[src/nco_pkg.sv]
// Package with register map, field layout and state record of the oscillator.
package nco_pkg;

    // Register byte offsets on the Avalon-MM slave.
    localparam logic [4:0] NCO_OFS_CTRL      = 5'h00;
    localparam logic [4:0] NCO_OFS_CLKSEL    = 5'h04;
    localparam logic [4:0] NCO_OFS_ACC_LOW   = 5'h08;
    localparam logic [4:0] NCO_OFS_ACC_HIGH  = 5'h0c;
    localparam logic [4:0] NCO_OFS_ACC_UPPER = 5'h10;
    localparam logic [4:0] NCO_OFS_STEP_LOW  = 5'h14;
    localparam logic [4:0] NCO_OFS_STEP_HIGH = 5'h18;
    localparam logic [4:0] NCO_OFS_IRQ       = 5'h1c;

    // Control register field positions.
    localparam int NCO_CTRL_EN  = 7;
    localparam int NCO_CTRL_OE  = 6;
    localparam int NCO_CTRL_OUT = 5;
    localparam int NCO_CTRL_POL = 4;
    localparam int NCO_CTRL_PFM = 0;

    // Clock select register field positions.
    localparam int NCO_CLK_PWS_LSB = 5;
    localparam int NCO_CLK_CKS_LSB = 0;

    // Interrupt register field positions.
    localparam int NCO_IRQ_FLAG = 0;
    localparam int NCO_IRQ_IE   = 1;
    localparam int NCO_IRQ_PERIPHERAL_IRQ_ENABLE = 2;
    localparam int NCO_IRQ_GIE  = 3;

    // Clock source select codes.
    localparam logic [1:0] NCO_SRC_HFOSC = 2'h0;
    localparam logic [1:0] NCO_SRC_FOSC  = 2'h1;
    localparam logic [1:0] NCO_SRC_LC    = 2'h2;
    localparam logic [1:0] NCO_SRC_EXT   = 2'h3;

    // Widths and reset values.
    localparam int          NCO_ACC_W     = 20;
    localparam int          NCO_STEP_W    = 16;
    localparam logic [31:0] NCO_RDATA_RST = 32'h0000_0000;

    // Complete state of the oscillator, registered as one record.
    typedef struct packed {
        logic [1:0]  hf_sync;
        logic [1:0]  lc_sync;
        logic [1:0]  ext_sync;
        logic        src_prev;
        logic        en;
        logic        oe;
        logic        pol;
        logic        pfm;
        logic [2:0]  pws;
        logic [1:0]  cks;
        logic [19:0] acc;
        logic [15:0] step_buf;
        logic [15:0] step_act;
        logic        step_pend;
        logic        ovf_pend;
        logic        pulse_act;
        logic [6:0]  pulse_cnt;
        logic        toggle;
        logic        level;
        logic        flag;
        logic        ie;
        logic        peripheral_irq_enable;
        logic        global_irq_enable;
        logic        wait_r;
        logic [31:0] rdata;
        logic        irq;
        logic        pin;
        logic        pin_oe;
        logic        keep_hf;
    } nco_state_t;

endpackage

[src/nco_top.sv]
// Phase-accumulator oscillator with Avalon-MM register access.
`timescale 1ns/100ps
// Behaviour
// - 20-bit accumulator in three byte registers
// - Each input clock edge adds increment while enabled
// - Increment from low and high bytes
// - Accumulator carry is the raw output
// - Four input clock sources, 2-bit select
// - Select codes: hf, fosc, logic cell, ext
// - Disabled: increment writes take effect immediately
// - Enabled: load after low byte, synchronously
// - Fixed duty mode toggles on overflow
// - Mode bit picks fixed duty or pulse
// - Pulse starts on edge after overflow
// - Pulse width from 3-bit field
// - Width is two to field power periods
// - Polarity stage follows mode logic
// - Polarity one active high, zero low
// - Polarity change interrupts when enabled
// - Read-only bit shows output level
// - Output goes to peripherals, pin gated
// - Pin driven only when output enable bit set
// - Overflow sets the interrupt flag
// - Request needs all four enables set
// - Flag stays set until software clears
// - Reset clears every register to zero but the level bit and wait_r, set to one
// - Runs from own clock during sleep
// - Keep hf oscillator on when selected and enabled
module nco_top (
    // Clock and reset.
    input  wire logic        sys_clk_in,
    input  wire logic        reset_n_in,
    // Avalon-MM slave.
    input  wire logic [4:0]  avs_address_in,
    input  wire logic        avs_read_in,
    input  wire logic        avs_write_in,
    input  wire logic [31:0] avs_writedata_in,
    input  wire logic [3:0]  avs_byteenable_in,
    output logic      [31:0] avs_readdata_out,
    output logic             avs_waitrequest_out,
    // Oscillator clock sources from outside this domain.
    input  wire logic        high_freq_internal_osc_in,
    input  wire logic        logic_cell_output_in,
    input  wire logic        external_clock_pin_in,
    // Outputs to peripherals, pin, interrupt logic and the hf oscillator.
    output logic             output_level_out,
    output logic             pin_out,
    output logic             pin_oe_out,
    output logic             irq_request_out,
    output logic             hf_osc_keep_on_out
);

    nco_pkg::nco_state_t q;
    nco_pkg::nco_state_t d;

    logic        tick;
    logic        src_now;
    logic        wr_go;
    logic        rd_go;
    logic        wr_lane;
    logic [7:0]  wbyte;
    logic [20:0] sum_w;
    logic        carry;
    logic        acc_wr;
    logic        step_wr;
    logic        flag_clr;

    // Reads one register as a zero-padded word.
    function automatic logic [31:0] reg_read(input nco_pkg::nco_state_t s,
                                             input logic [4:0] a);
        logic [7:0] v;
        v = 8'h00;
        case (a)
            nco_pkg::NCO_OFS_CTRL: begin
                v[nco_pkg::NCO_CTRL_EN]  = s.en;
                v[nco_pkg::NCO_CTRL_OE]  = s.oe;
                v[nco_pkg::NCO_CTRL_OUT] = s.level;
                v[nco_pkg::NCO_CTRL_POL] = s.pol;
                v[nco_pkg::NCO_CTRL_PFM] = s.pfm;
            end
            nco_pkg::NCO_OFS_CLKSEL: begin
                v[nco_pkg::NCO_CLK_PWS_LSB +: 3] = s.pws;
                v[nco_pkg::NCO_CLK_CKS_LSB +: 2] = s.cks;
            end
            nco_pkg::NCO_OFS_ACC_LOW:   v = s.acc[7:0];
            nco_pkg::NCO_OFS_ACC_HIGH:  v = s.acc[15:8];
            nco_pkg::NCO_OFS_ACC_UPPER: v = {4'h0, s.acc[19:16]};
            nco_pkg::NCO_OFS_STEP_LOW:  v = s.step_buf[7:0];
            nco_pkg::NCO_OFS_STEP_HIGH: v = s.step_buf[15:8];
            nco_pkg::NCO_OFS_IRQ: begin
                v[nco_pkg::NCO_IRQ_FLAG] = s.flag;
                v[nco_pkg::NCO_IRQ_IE]   = s.ie;
                v[nco_pkg::NCO_IRQ_PERIPHERAL_IRQ_ENABLE] = s.peripheral_irq_enable;
                v[nco_pkg::NCO_IRQ_GIE]  = s.global_irq_enable;
            end
            default: v = 8'h00;
        endcase
        return {24'h00_0000, v};
    endfunction

    // Output level of the mode and polarity stages for a given state.
    function automatic logic out_level(input nco_pkg::nco_state_t s);
        logic m;
        m = s.pfm ? s.pulse_act : s.toggle;
        return s.pol ? m : ~m;
    endfunction

    // Selected source and its rising edge; fosc is this clock itself.
    // source decode
    always_comb begin
        case (q.cks)
            nco_pkg::NCO_SRC_HFOSC: src_now = q.hf_sync[1];
            nco_pkg::NCO_SRC_LC:    src_now = q.lc_sync[1];
            nco_pkg::NCO_SRC_EXT:   src_now = q.ext_sync[1];
            default:                src_now = 1'b1;
        endcase
    end

    assign tick = (q.cks == nco_pkg::NCO_SRC_FOSC) ? 1'b1
                                                   : (src_now & ~q.src_prev);

    // A request is served on the edge where waitrequest is already low.
    assign wr_go   = avs_write_in & ~q.wait_r;
    assign rd_go   = avs_read_in & ~avs_write_in;
    assign wr_lane = wr_go & avs_byteenable_in[0];
    assign wbyte   = avs_writedata_in[7:0];

    assign acc_wr  = wr_lane & ((avs_address_in == nco_pkg::NCO_OFS_ACC_LOW)
                     | (avs_address_in == nco_pkg::NCO_OFS_ACC_HIGH)
                     | (avs_address_in == nco_pkg::NCO_OFS_ACC_UPPER));
    assign step_wr = wr_lane & ((avs_address_in == nco_pkg::NCO_OFS_STEP_LOW)
                     | (avs_address_in == nco_pkg::NCO_OFS_STEP_HIGH));
    assign flag_clr = wr_lane & (avs_address_in == nco_pkg::NCO_OFS_IRQ)
                      & ~wbyte[nco_pkg::NCO_IRQ_FLAG];

    assign sum_w = {1'b0, q.acc} + {5'h00, q.step_act};
    assign carry = tick & q.en & sum_w[20];

    // Next-state logic for the whole block.
    always_comb begin
        d = q;
        // Two flops per asynchronous source; only stage two is read.
        d.hf_sync  = {q.hf_sync[0], high_freq_internal_osc_in};
        d.lc_sync  = {q.lc_sync[0], logic_cell_output_in};
        d.ext_sync = {q.ext_sync[0], external_clock_pin_in};
        d.src_prev = src_now;

        // Bus handshake: one wait cycle, then the answer edge.
        if ((avs_read_in | avs_write_in) & q.wait_r) begin
            d.wait_r = 1'b0;
            d.rdata  = rd_go ? reg_read(q, avs_address_in)
                             : nco_pkg::NCO_RDATA_RST;
        end else begin
            d.wait_r = 1'b1;
        end

        if (tick & q.en) begin
            d.acc = sum_w[19:0];
            if (q.step_pend) begin
                d.step_act  = q.step_buf;
                d.step_pend = 1'b0;
            end
        end

        if (carry) begin
            d.toggle = ~q.toggle;
        end

        if (tick & q.en) begin
            if (q.pulse_act) begin
                if (q.pulse_cnt == 7'h00) begin
                    d.pulse_act = 1'b0;
                end else begin
                    d.pulse_cnt = q.pulse_cnt - 7'h01;
                end
            end
            if (q.ovf_pend) begin
                d.pulse_act = 1'b1;
                d.pulse_cnt = 7'((8'h01 << q.pws) - 8'h01);
                d.ovf_pend  = 1'b0;
            end
            if (carry) begin
                d.ovf_pend = 1'b1;
            end
        end

        // Register writes; a byte write wins over a same-cycle addition.
        if (wr_lane) begin
            case (avs_address_in)
                nco_pkg::NCO_OFS_CTRL: begin
                    d.en  = wbyte[nco_pkg::NCO_CTRL_EN];
                    d.oe  = wbyte[nco_pkg::NCO_CTRL_OE];
                    d.pol = wbyte[nco_pkg::NCO_CTRL_POL];
                    d.pfm = wbyte[nco_pkg::NCO_CTRL_PFM];
                end
                nco_pkg::NCO_OFS_CLKSEL: begin
                    d.pws = wbyte[nco_pkg::NCO_CLK_PWS_LSB +: 3];
                    d.cks = wbyte[nco_pkg::NCO_CLK_CKS_LSB +: 2];
                end
                nco_pkg::NCO_OFS_ACC_LOW:   d.acc[7:0]   = wbyte;
                nco_pkg::NCO_OFS_ACC_HIGH:  d.acc[15:8]  = wbyte;
                nco_pkg::NCO_OFS_ACC_UPPER: d.acc[19:16] = wbyte[3:0];
                nco_pkg::NCO_OFS_STEP_LOW:  d.step_buf[7:0]  = wbyte;
                nco_pkg::NCO_OFS_STEP_HIGH: d.step_buf[15:8] = wbyte;
                nco_pkg::NCO_OFS_IRQ: begin
                    d.ie   = wbyte[nco_pkg::NCO_IRQ_IE];
                    d.peripheral_irq_enable = wbyte[nco_pkg::NCO_IRQ_PERIPHERAL_IRQ_ENABLE];
                    d.global_irq_enable  = wbyte[nco_pkg::NCO_IRQ_GIE];
                end
                default: d.en = q.en;
            endcase
        end

        if (step_wr) begin
            if (~q.en) begin
                d.step_act  = d.step_buf;
                d.step_pend = 1'b0;
            end else if (avs_address_in == nco_pkg::NCO_OFS_STEP_LOW) begin
                d.step_pend = 1'b1;
            end
        end

        if (flag_clr) begin
            d.flag = 1'b0;
        end
        if (carry | (q.ie & (d.pol != q.pol))) begin
            d.flag = 1'b1;
        end

        d.level = out_level(d);
        d.pin    = d.level;
        d.pin_oe = d.oe;
        d.irq = d.flag & d.en & d.ie & d.peripheral_irq_enable & d.global_irq_enable;
        d.keep_hf = d.en & (d.cks == nco_pkg::NCO_SRC_HFOSC);
    end

    // State register; nothing here depends on a sleep signal, so the
    // block runs on as long as the chosen source toggles.
    // reset clears all but wait_r and level, which load one
    always_ff @(posedge sys_clk_in or negedge reset_n_in) begin
        if (!reset_n_in) begin
            q        <= '0;
            q.wait_r <= 1'b1;
            // The zero state under active-low polarity is the inactive high
            // level; resetting it low would fake one active cycle.
            q.level  <= 1'b1;
        end else begin
            q <= d;
        end
    end

    // Every output comes straight from the state record.
    assign avs_readdata_out    = q.rdata;
    assign avs_waitrequest_out = q.wait_r;
    assign output_level_out    = q.level;
    assign pin_out             = q.pin;
    assign pin_oe_out          = q.pin_oe;
    assign irq_request_out     = q.irq;
    assign hf_osc_keep_on_out  = q.keep_hf;
endmodule

[config.mk]
export PLATFORM = sky130hd
export DESIGN_NAME = nco_top
export DESIGN_NICKNAME = d
export VERILOG_FILES = /design/src/nco_pkg.sv /design/src/nco_top.sv
export SDC_FILE = /design/constraint.sdc
export NUM_CORES = 1
export LEC_CHECK = 0
export ABC_CLOCK_PERIOD_IN_PS = 3300
export BUFFER_PORTS_ARGS = -buffer_cell sky130_fd_sc_hd__buf_2
export CAP_MARGIN = 40
export CORE_MARGIN = 2
export CORE_UTILIZATION = 58
export DETAILED_ROUTE_END_ITERATION = 10
export HOLD_SLACK_MARGIN = 0.08
export PLACE_DENSITY = 0.8
export SYNTH_ARGS = -nofsm -noshare
export SYNTH_HDL_FRONTEND = slang
export SYNTH_SLANG_ARGS = --single-unit
[constraint.sdc]
create_clock -name sys_clk_in -period 3.3 [get_ports sys_clk_in]
set_input_delay 0.495 -clock sys_clk_in [delete_from_list [all_inputs] [get_ports sys_clk_in]]
set_output_delay 0.495 -clock sys_clk_in [all_outputs]
set_load 0.1 [all_outputs]
==> results.toml, run 1 <==
[outcome]
outcome = "finished, final reports clean"

[drt]
ant_nets = 0
drt_iter0_markers = 384
num_vias = 4622
wl_um = 13930
drcViolationCount = 0
drt-pass1-iter-count = 7
via_per_inst = 6.171
wl_per_cell_um = 18.60

[power]
p_comb_share_pct = 47.0
vdd_ir_drop_max_uv = 314.2
power_mw = 4.609
intPower_mw = 2.622
clock_power_share_pct = 15.9
p_per_area_nw_per_um2 = 760.1
p_sw_share_pct = 43.10
p_leak_nw = 2.889
power_frac_seq_pct = 37.0
switchingPower_mw = 1.986

[floorplan]
chipHeight_um = 103.3
num_rows = 36
initial_core_util_pct = 59.08
io_pins = 86
die_x_um = 103.3
core-area_sq_um = 9684
die_area_sq_um = 10680

[timing]
finalSetupViolCount = 0
hold_viol_final = 0
period_needed_ns = 2.715
whs_ns = 0.1760
clock.fmax_mhz = 368.3
max-slew-margin-rel_pct = 44.40
fin_ws_ns = 0.5848
worst_pin_slew_ns = 0.8271
fin_crit_sh_pct = 82.28
rsz0062_at_grt = "no"
final_max_slew_viol_count = 0
setup_tns_ns = 0
skew_ns = 0.01269

[clock_tree]
cts_resized = 0
post_cts_buffers = 0
clockBufferDepth = 2
path_clk_slew_ns = 0.09
cts_root_buf = "clkbuf_8"
cts_tree = "yes"
h-tree-depth = 3
numCtsBuffers = 9
clk_latency_ns = 0.37
holdBufCountCts = 0
clock-sinks = 96

[worst_setup_path]
cp_slowest_cell = "fa_1"
path_cells = "ha_1 > fa_1 > a211oi_2 > o21ai_0 > a21oi_1 > a211oi_2 > xor2_1 > mux2_4 > xnor2_2"
setup.worst_path.end_class = "flop"
start_kind = "flop"
crit_family = "compound AO/OA/AOI/OAI gates"
crit_type = "flop to flop"
critPathRequiredTime_ns = 3.55
critPathMaxFanout = 3
r2r_start = "q[53]$_DFF_PN0_"
startpoint = "q[53]$_DFF_PN0_"
crit_buf_inv = 0
critPathMaxStageDelay_ns = 0.44
crit_top_cell = "a211oi_2"
arrival_ns = 2.97

[finish]
final_cells = 749
fillers = 783
drive_above_1_share_pct = 17.21
nets = 679
areaGrowthSynthToFinish_pct = 5.970
postLayoutCoreUtil_pct = 62.61
n_antenna_cell = 0
design_area_sq_um = 6063

[place]
port_buffers = 34
post_dp_cell_area_sq_um = 5878
numPlacedInstances = 733
post-dp-hpwl_um = 10350
pre_cts_ws_ns = 0.6466
gp_congestion = 1.010

[logic_synthesis]
synthArstFlopShare_pct = 100.0
synth_edf_count = 0
ys_warn_count = 0
syn_area_sq_um = 5722
ys_types = 70
synth_ff_type = "dfrtp_1"
synthCells = 586
synth-seq-cells = 96
yosysSeqAreaShare_pct = 42.03
syn_avg_cell_area_sq_um = 9.764

[global_routing]
grt_pass1_vias = 4464
antenna_found_initial = 0
grt_first_pass_wirelength_um = 22450
grt_max_degree = 57
grt_overflow_total = 0
track_usage_pct = 27.59

[job]
maxCapViolCount = 0

[worst_hold_path]
hold_path_class = "primary input to asynchronous set/reset pin"
worst reg2reg max path, delay by kind of cell (launching register included):
| kind | cells | cell delay [ns] |
|---|---|---|
| XOR/XNOR | 2 | 0.32 |
| adder cells (fa/ha/maj) | 2 | 0.68 |
| multiplexers | 1 | 0.30 |
| flip-flops | 1 | 0.40 |
| AO/OA/AOI/OAI | 4 | 0.91 |
cell families after synthesis:
| family | after synthesis | share of synthesized area [%] |
|---|---|---|
| adders and majority gates | 20 | 4.505 |
| other | 1 | 0.06554 |
| buffers and inverters | 63 | 6.691 |
| xor gates and xnor gates | 15 | 2.427 |
| and+or+nand+nor | 179 | 16.53 |
| AOI/OAI and AO/OA | 163 | 18.00 |
| muxes | 49 | 9.753 |
| DFF | 96 | 42.03 |
registers in the layout (all words and copies together), names as in the netlist:
| signal | cells |
|---|---|
| hf_osc_keep_on_out | 1 |
| avs_readdata_out | 8 |
| output_level_out | 1 |
| d | 3 |
| pin_oe_out | 1 |
| q | 79 |
| irq_request_out | 1 |
| pin_out | 1 |
| avs_waitrequest_out | 1 |
cells in the final DEF (no fill, tap or decap), drive strengths merged, types with 10 or more instances in the layout:
master | netlist | layout
mux2i | 19 | 19
a22oi | 13 | 13
inv | 10 | 10
dfrtp | 94 | 94
o21ai | 52 | 52
a211oi | 10 | 10
nand3 | 15 | 15
buf | 44 | 44
nand2 | 70 | 70
nor3 | 15 | 15
a21oi | 42 | 42
mux2 | 30 | 30
clkbuf | 9 | 14
conb | 1 | 24
nor2 | 40 | 40
ha | 19 | 19
final cells by class:
cell class              count  area, sq um  share of cell area [%]
clock inverters             2        12.51                  0.2064
clock buffers              14        172.7                   2.848
repair buffers             44        245.2                   4.045
well taps                 133        166.4                   2.745
multi-input cells         450         3024                   49.88
flip-flops and latches     96         2405                   39.66
inverters                  10        37.54                  0.6191
metal layers:
layer	vias up	GRT usage (%)	wire, um
li1	2125	-	-
met1	2241	37.97	5855
met2	230	43.81	6672
met3	26	4.906	1099
met4	0	10.43	303
met5	-	0	0
Yosys cell counts, drive strengths merged, types with 2 or more instances:
master,count,area (sq um)
o211ai,2,15.01
xor2,8,70.07
mux2,30,367.9
and3,7,43.79
nor2,40,171.4
or3,3,18.77
inv,10,37.54
nand2,70,277.8
nor3b,4,35.03
o21a,2,16.27
a21oi,42,210.2
a221o,2,20.02
a21o,8,60.06
dfrtp,94,2352
nor2b,2,12.51
a222oi,2,20.02
buf,44,311.5
o31ai,4,30.03
nor4,2,25.02
ha,19,237.7
o22ai,2,12.51
nand3,15,75.07
mux2i,19,190.2
a221oi,6,52.55
a211oi,10,85.08
nor3,15,90.09
o21ai,52,260.3
xnor2,7,68.82
dfstp,2,52.55
a31oi,6,37.54
nand2b,3,26.27
nand4,2,12.51
clkbuf,9,33.78
nor4b,4,65.07
nand3b,4,30.03
a22o,3,26.28
and2,4,25.03
a22oi,13,97.59
power by group through the flow:
stage          clock network [mW]  logic, mW  registers [mW]
3_5_place_dp                    0       2.12            1.72
5_1_grt                     0.798       2.42            1.73
4_1_cts                     0.746       2.13            1.70
3_3_place_gp                    0       2.05            1.71
2_1_floorplan                   0       1.71            1.69
6_report                    0.733       2.17            1.71
path summary, 6_finish.rpt:
| check | end | cells after the start | slack (ns) |
|---|---|---|---|
| setup / recovery | pin_out$_DFF_PN0_ | 9 | 0.58 |
| hold / removal | q[45]$_DFFE_PN0P_ | 1 | 0.18 |
| setup reg to reg | pin_out$_DFF_PN0_ | 9 | 0.58 |
| hold reg to reg | q[120]$_DFF_PN0_ | 0 | 0.35 |
| max in group asynchronous | q[84]$_DFF_PN0_ | 2 | 2.35 |
| min in group sys_clk_in | d[118]$_DFF_PN0_ | 1 | 0.24 |
(Power assumes the default switching activity.)
==> run 2, diff against run 1 <==
ABC_CLOCK_PERIOD_IN_PS = 2500   (was 3300)
clock period = 2.5 ns   (was 3.3 ns; I/O delays follow)
==> run 2 against run 1 <==
- clock-buffer cell count fell by 4
- die area did not move
- fmax up 9.2%
- clock skew is 0.0016 ns higher
- final area grew 6.0%
- utilization grew 3.8 points
- sequential share of layout area shrank 2.2 points
- critical path type unchanged
- final cell count grew 3.7%
- global-route usage is 1.3 points higher
- register-to-register slack worse by 0.57 ns
==> results.toml, run 2 (same netlist as run 1, synthesis figures left out) <==
[outcome]
outcome = "finished, final reports clean"

[place]
gp_congestion = 0.9825
port_buffers = 34
numPlacedInstances = 752
post-dp-hpwl_um = 10940

[power]
vdd_ir_drop_max_uv = 631.9
p_leak_nw = 3.073
p_comb_share_pct = 50.6
power_frac_seq_pct = 31.4
intPower_mw = 4.148
p_per_area_nw_per_um2 = 1107
switchingPower_mw = 2.968
clock_power_share_pct = 17.9
p_sw_share_pct = 41.70
power_mw = 7.116

[clock_tree]
cts_root_buf = "clkbuf_8"
clk_latency_ns = 0.39
h-tree-depth = 3
clock-sinks = 96
path_clk_slew_ns = 0.09
numCtsBuffers = 9
clockBufferDepth = 2
cts_tree = "yes"

[finish]
layout_common_cells = "94 x dfrtp_1, 65 x nand2_1, 41 x a21oi_1, 36 x nor2_1, 36 x buf_4"
nets = 707
n_antenna_cell = 0
largest_reg_flops = 79
final_common_cell = "dfrtp_1"
regMostFlops = "q"
fillers = 748
final_cells = 777
areaGrowthSynthToFinish_pct = 12.33
seq_area_sq_um = 2405
postLayoutCoreUtil_pct = 66.37
drive_above_1_share_pct = 22.36
multi_input_area_sq_um = 3080

[global_routing]
grt_first_pass_wirelength_um = 23090
track_usage_pct = 28.87
grt_pass1_vias = 4528
grt_max_degree = 62
grt_overflow_total = 0
antenna_found_initial = 0

[drt]
wl_um = 14890
drt_iter0_markers = 462
ant_nets = 0
drt-pass1-iter-count = 5
drcViolationCount = 0
via_per_inst = 6.184
wl_per_cell_um = 19.16
num_vias = 4805

[timing]
hold_viol_final = 0
rsz0062_at_grt = "yes"
skew_ns = 0.01431
final_max_slew_viol_count = 0
worst_pin_slew_ns = 0.6166
period_needed_ns = 2.486
max-slew-margin-rel_pct = 58.62
finalSetupViolCount = 0
clock.fmax_mhz = 402.3
fin_crit_sh_pct = 99.43

[floorplan]
chipHeight_um = 103.3
io_pins = 86
num_rows = 36
die_x_um = 103.3
initial_core_util_pct = 59.08
die_area_sq_um = 10680
core-area_sq_um = 9684

[worst_setup_path]
crit_type = "flop to flop"
setup.worst_path.end_class = "flop"
crit_family = "compound AO/OA/AOI/OAI gates"
arrival_ns = 2.76
cp_slowest_cell = "dfrtp_1"
critPathMaxFanout = 3
critPathMaxStageDelay_ns = 0.39
crit_buf_inv = 0
path_cells = "ha_2 > fa_2 > a211oi_4 > o21ai_1 > a21oi_2 > a211oi_2 > xor2_1 > mux2_4 > xnor2_2"
start_kind = "flop"
critPathRequiredTime_ns = 2.77

[worst_hold_path]
hold_path_class = "primary input to flop"

[job]
maxCapViolCount = 0
==> run 2: cell count changes in the layout (fill, tap and decap cells not counted), moves of 2 or more <==
cell / delta
ha_1: -2
bufinv_16: +3
clkbuf_8: -2
o21ai_0: -3
clkbuf_1: -2
buf_12: +2
ha_2: +2
buf_4: +26
o21ai_1: +2
==> run 2: final cells by class <==
type / count / share of cell area [%]
clock buffer: 10 / 2.141
clock inverter: 6 / 1.791
inverter: 10 / 0.5840
multi-input combinational: 450 / 47.93
sequential: 96 / 37.41
tap: 133 / 2.589
timing repair buffer: 72 / 7.553
==> run 2: power by group through the flow <==
stage | registers [mW] | clock network [mW] | logic (mW)
after floorplan | 2.23 | 0 | 2.26
after global placement | 2.23 | 0 | 3.01
after detailed placement | 2.25 | 0 | 3.13
after CTS | 2.22 | 1.28 | 3.34
after global routing | 2.27 | 1.35 | 3.88
final | 2.24 | 1.28 | 3.60
==> run 2: per-stage QoR <==
| stage | TNS (ns) | cell area (sq um) | setup slack [ns] | hold WS [ns] |
|---|---|---|---|---|
| after floorplan | 0 | 5808 | 0.1012 | 0.07941 |
| after global placement | -0.01610 | 6048 | -0.01610 | 0.3320 |
| after detailed placement | -0.09011 | 6048 | -0.06157 | 0.3485 |
| after CTS | 0 | 6377 | 0.02514 | 0.09131 |
| after global routing | -0.1640 | 6427 | -0.06430 | 0.08981 |
| final | 0 | 6427 | 0.01420 | 0.09720 |
==> run 2: layer usage <==
| layer | global-route usage [%] | vias to the layer above | share of wire (%) |
|---|---|---|---|
| met5 | 0 | - | 0 |
| met4 | 14.68 | 0 | 3.6 |
| met3 | 3.696 | 46 | 7.9 |
| li1 | - | 2186 | - |
| met1 | 38.10 | 2310 | 41 |
| met2 | 46.95 | 263 | 48 |
==> run 2: repair_timing <==
| action | 4_1_cts | 5_1_grt |
|---|---|---|
| pin swaps | 2 | 7 |
| setup buffers | 8 | 1 |
| resized for setup | 3 | 12 |
| endpoints found under the setup margin | 3 | 5 |
| hold endpoints to repair | 35 | 0 |
| hold buffers | 1 | 0 |
==> run 2: final timing paths <==
kind / start / end / slack, ns / depth (start not counted)
min reg2reg: d[118]$_DFF_PN0_ / q[118]$_DFF_PN0_ / 0.36 / 0
max in group asynchronous: reset_n_in / avs_waitrequest_out$_DFF_PN1_ / 1.30 / 3
max reg2reg: q[85]$_DFF_PN0_ / pin_out$_DFF_PN0_ / 0.01 / 9
max: q[85]$_DFF_PN0_ / pin_out$_DFF_PN0_ / 0.01 / 9
min: logic_cell_output_in / d[118]$_DFF_PN0_ / 0.1 / 1
min in group asynchronous: reset_n_in / q[45]$_DFFE_PN0P_ / 0.50 / 2
==> run 3, diff against run 2 <==
ABC_CLOCK_PERIOD_IN_PS = 2100   (was 2500)
CORE_UTILIZATION = 52   (was 58)
PLACE_DENSITY = 0.76   (was 0.8)
clock period = 2.1 ns   (was 2.5 ns; I/O delays follow)
==> run 3 against run 2 <==
- the flow now finishes with violations (negative setup slack)
- worst setup slack got worse by 0.36 ns
- critical path type unchanged
- final cell count up 8.5%
- power is 35% higher
- via count is 4.8% higher
- utilization is 0.79 points lower
- hold slack gained 0.17 ns
- largest cell class unchanged
- sequential power increased by 18%
- sequential cell count did not move
- clock-buffer cell count down 1
- fmax is 1.5% higher
- combinational power up 58%
==> results.toml, run 3 (same netlist as run 1, synthesis figures left out) <==
[outcome]
outcome = "finished with violations"
violations = "negative setup slack"

[finish]
design_area_sq_um = 7078
n_antenna_cell = 0
largest_reg_flops = 79
layout_common_cells = "94 x dfrtp_1, 89 x buf_4, 63 x nand2_1, 35 x nor2_1, 33 x buf_2"
areaGrowthSynthToFinish_pct = 23.70
nets = 767
postLayoutCoreUtil_pct = 65.58
regMostFlops = "q"
final_common_cell = "dfrtp_1"
drive_above_1_share_pct = 33.00

[worst_setup_path]
r2r_cells = 9
timing.rr.end = "pin_out$_DFF_PN0_"
setup.worst_path.end_class = "flop"
start_kind = "flop"
critPathMaxFanout = 3
arrival_ns = 2.71
crit_type = "flop to flop"
r2r_start = "q[53]$_DFF_PN0_"
critPathRequiredTime_ns = 2.36
rrSetupSlack_ns = -0.35

[job]
maxCapViolCount = 0

[timing]
finalSetupViolCount = 19
worst_pin_slew_ns = 0.8071
skew_ns = 0.01346
hold_viol_final = 0
clock.fmax_mhz = 408.2
final_max_slew_viol_count = 0
period_needed_ns = 2.450
setup_tns_ns = -3.093
whs_ns = 0.2665
fin_crit_sh_pct = 116.7
max-slew-margin-rel_pct = 45.74
fin_ws_ns = -0.3497
rsz0062_at_grt = "yes"

[place]
pre_cts_ws_ns = -0.3357
port_buffers = 34
post_dp_cell_area_sq_um = 6521
post-dp-hpwl_um = 12030
gp_congestion = 0.9375

[floorplan]
initial_core_util_pct = 53.01
core-area_sq_um = 10790
num_rows = 38
chipHeight_um = 108.9
die_x_um = 108.9
die_area_sq_um = 11860
io_pins = 86

[drt]
ant_nets = 0
drt-pass1-iter-count = 5
via_per_inst = 5.975
wl_per_cell_um = 19.51
drcViolationCount = 0
wl_um = 16450
num_vias = 5037
drt_iter0_markers = 492

[global_routing]
busiest_layer = "met2"
grt_first_pass_wirelength_um = 25670
grt_pass1_vias = 4859
use_met1_pct = 40.02
antenna_found_initial = 0
track_usage_pct = 28.88
met2_usage_pct = 46.05
gr-usage-met3_pct = 3.646
grt_overflow_total = 0
grt_max_degree = 57

[power]
p_leak_nw = 3.376
p_per_area_nw_per_um2 = 1353
vdd_ir_drop_max_uv = 1076

[clock_tree]
clk_latency_ns = 0.39
h-tree-depth = 3
clockBufferDepth = 2
path_clk_slew_ns = 0.10
cts_tree = "yes"
clock-sinks = 96
cts_root_buf = "clkbuf_8"
numCtsBuffers = 9

[worst_hold_path]
hold_depth = 3
hold_end = "q[90]$_DFF_PN0_"
min_from = "avs_writedata_in[5]"
hold_path_class = "primary input to flop"
[run 3: changes by cell type in the layout (fill, tap and decap cells not counted), sizes merged]
cell,change
buf,+57
bufinv,-2
clkbuf,-1
clkinvlp,+1
dlygate4sd3,+3
inv,+1
[run 3: per-stage QoR]
stage | total power [mW] | std cells
after global placement | 7.086 | 814
after global routing | 10.14 | 843
final | 9.579 | 843
after floorplan | 5.361 | 609
after CTS | 8.804 | 835
after detailed placement | 7.244 | 814
[run 3: worst max path at each step]
stage / startpoint / endpoint / slack, ns
2_1_floorplan: q[85]$_DFF_PN0_ / pin_out$_DFF_PN0_ / -0.17
3_3_place_gp: q[53]$_DFF_PN0_ / pin_out$_DFF_PN0_ / -0.30
3_5_place_dp: q[53]$_DFF_PN0_ / pin_out$_DFF_PN0_ / -0.34
4_1_cts: q[53]$_DFF_PN0_ / pin_out$_DFF_PN0_ / -0.31
5_1_grt: q[53]$_DFF_PN0_ / q[97]$_DFF_PN0_ / -0.42
6_report: q[53]$_DFF_PN0_ / pin_out$_DFF_PN0_ / -0.35
[run 3: critical path, stage by stage, from the launching register on]
cell	delay, ns
dfrtp_1	0.40
ha_2	0.20
fa_2	0.37
a211oi_4	0.33
o21ai_2	0.12
a21oi_2	0.18
a211oi_2	0.11
xor2_1	0.17
mux2_4	0.30
xnor2_2	0.14
[run 3: timing repair]
action,in CTS,in global routing
buffers inserted,2,12
endpoints found under the hold margin,41,0
hold buffers,4,0
resized for setup,20,35
endpoints found under the setup margin,21,39
pin swaps,8,31
[run 3: final cells by class]
cell class	count	area, sq um
clock buffer	9	123.9
inverter	10	37.54
timing repair buffer	132	984.7
clock inverter	6	67.56
sequential	96	2409
multi-input combinational	450	3281
fill	838	3715
tap	140	175.2
[run 3: power breakdown]
group | internal (mW) | total [mW] | switching, mW | leakage, nW
Combinational | 2.73 | 5.69 | 2.96 | 2.07
Clock | 0.550 | 1.24 | 0.685 | 0.0921
Sequential | 2.28 | 2.65 | 0.375 | 1.21
Total | 5.55 | 9.58 | 4.02 | 3.38
[run 3: metal layers]
layer  vias to the layer above  part of all wire, %  wire [um]
li1                       2300                    -          -
met1                      2479                   42       6907
met2                       219                   48       7880
met3                        39                  7.0       1148
met4                         0                  3.1        511
met5                         -                    0          0
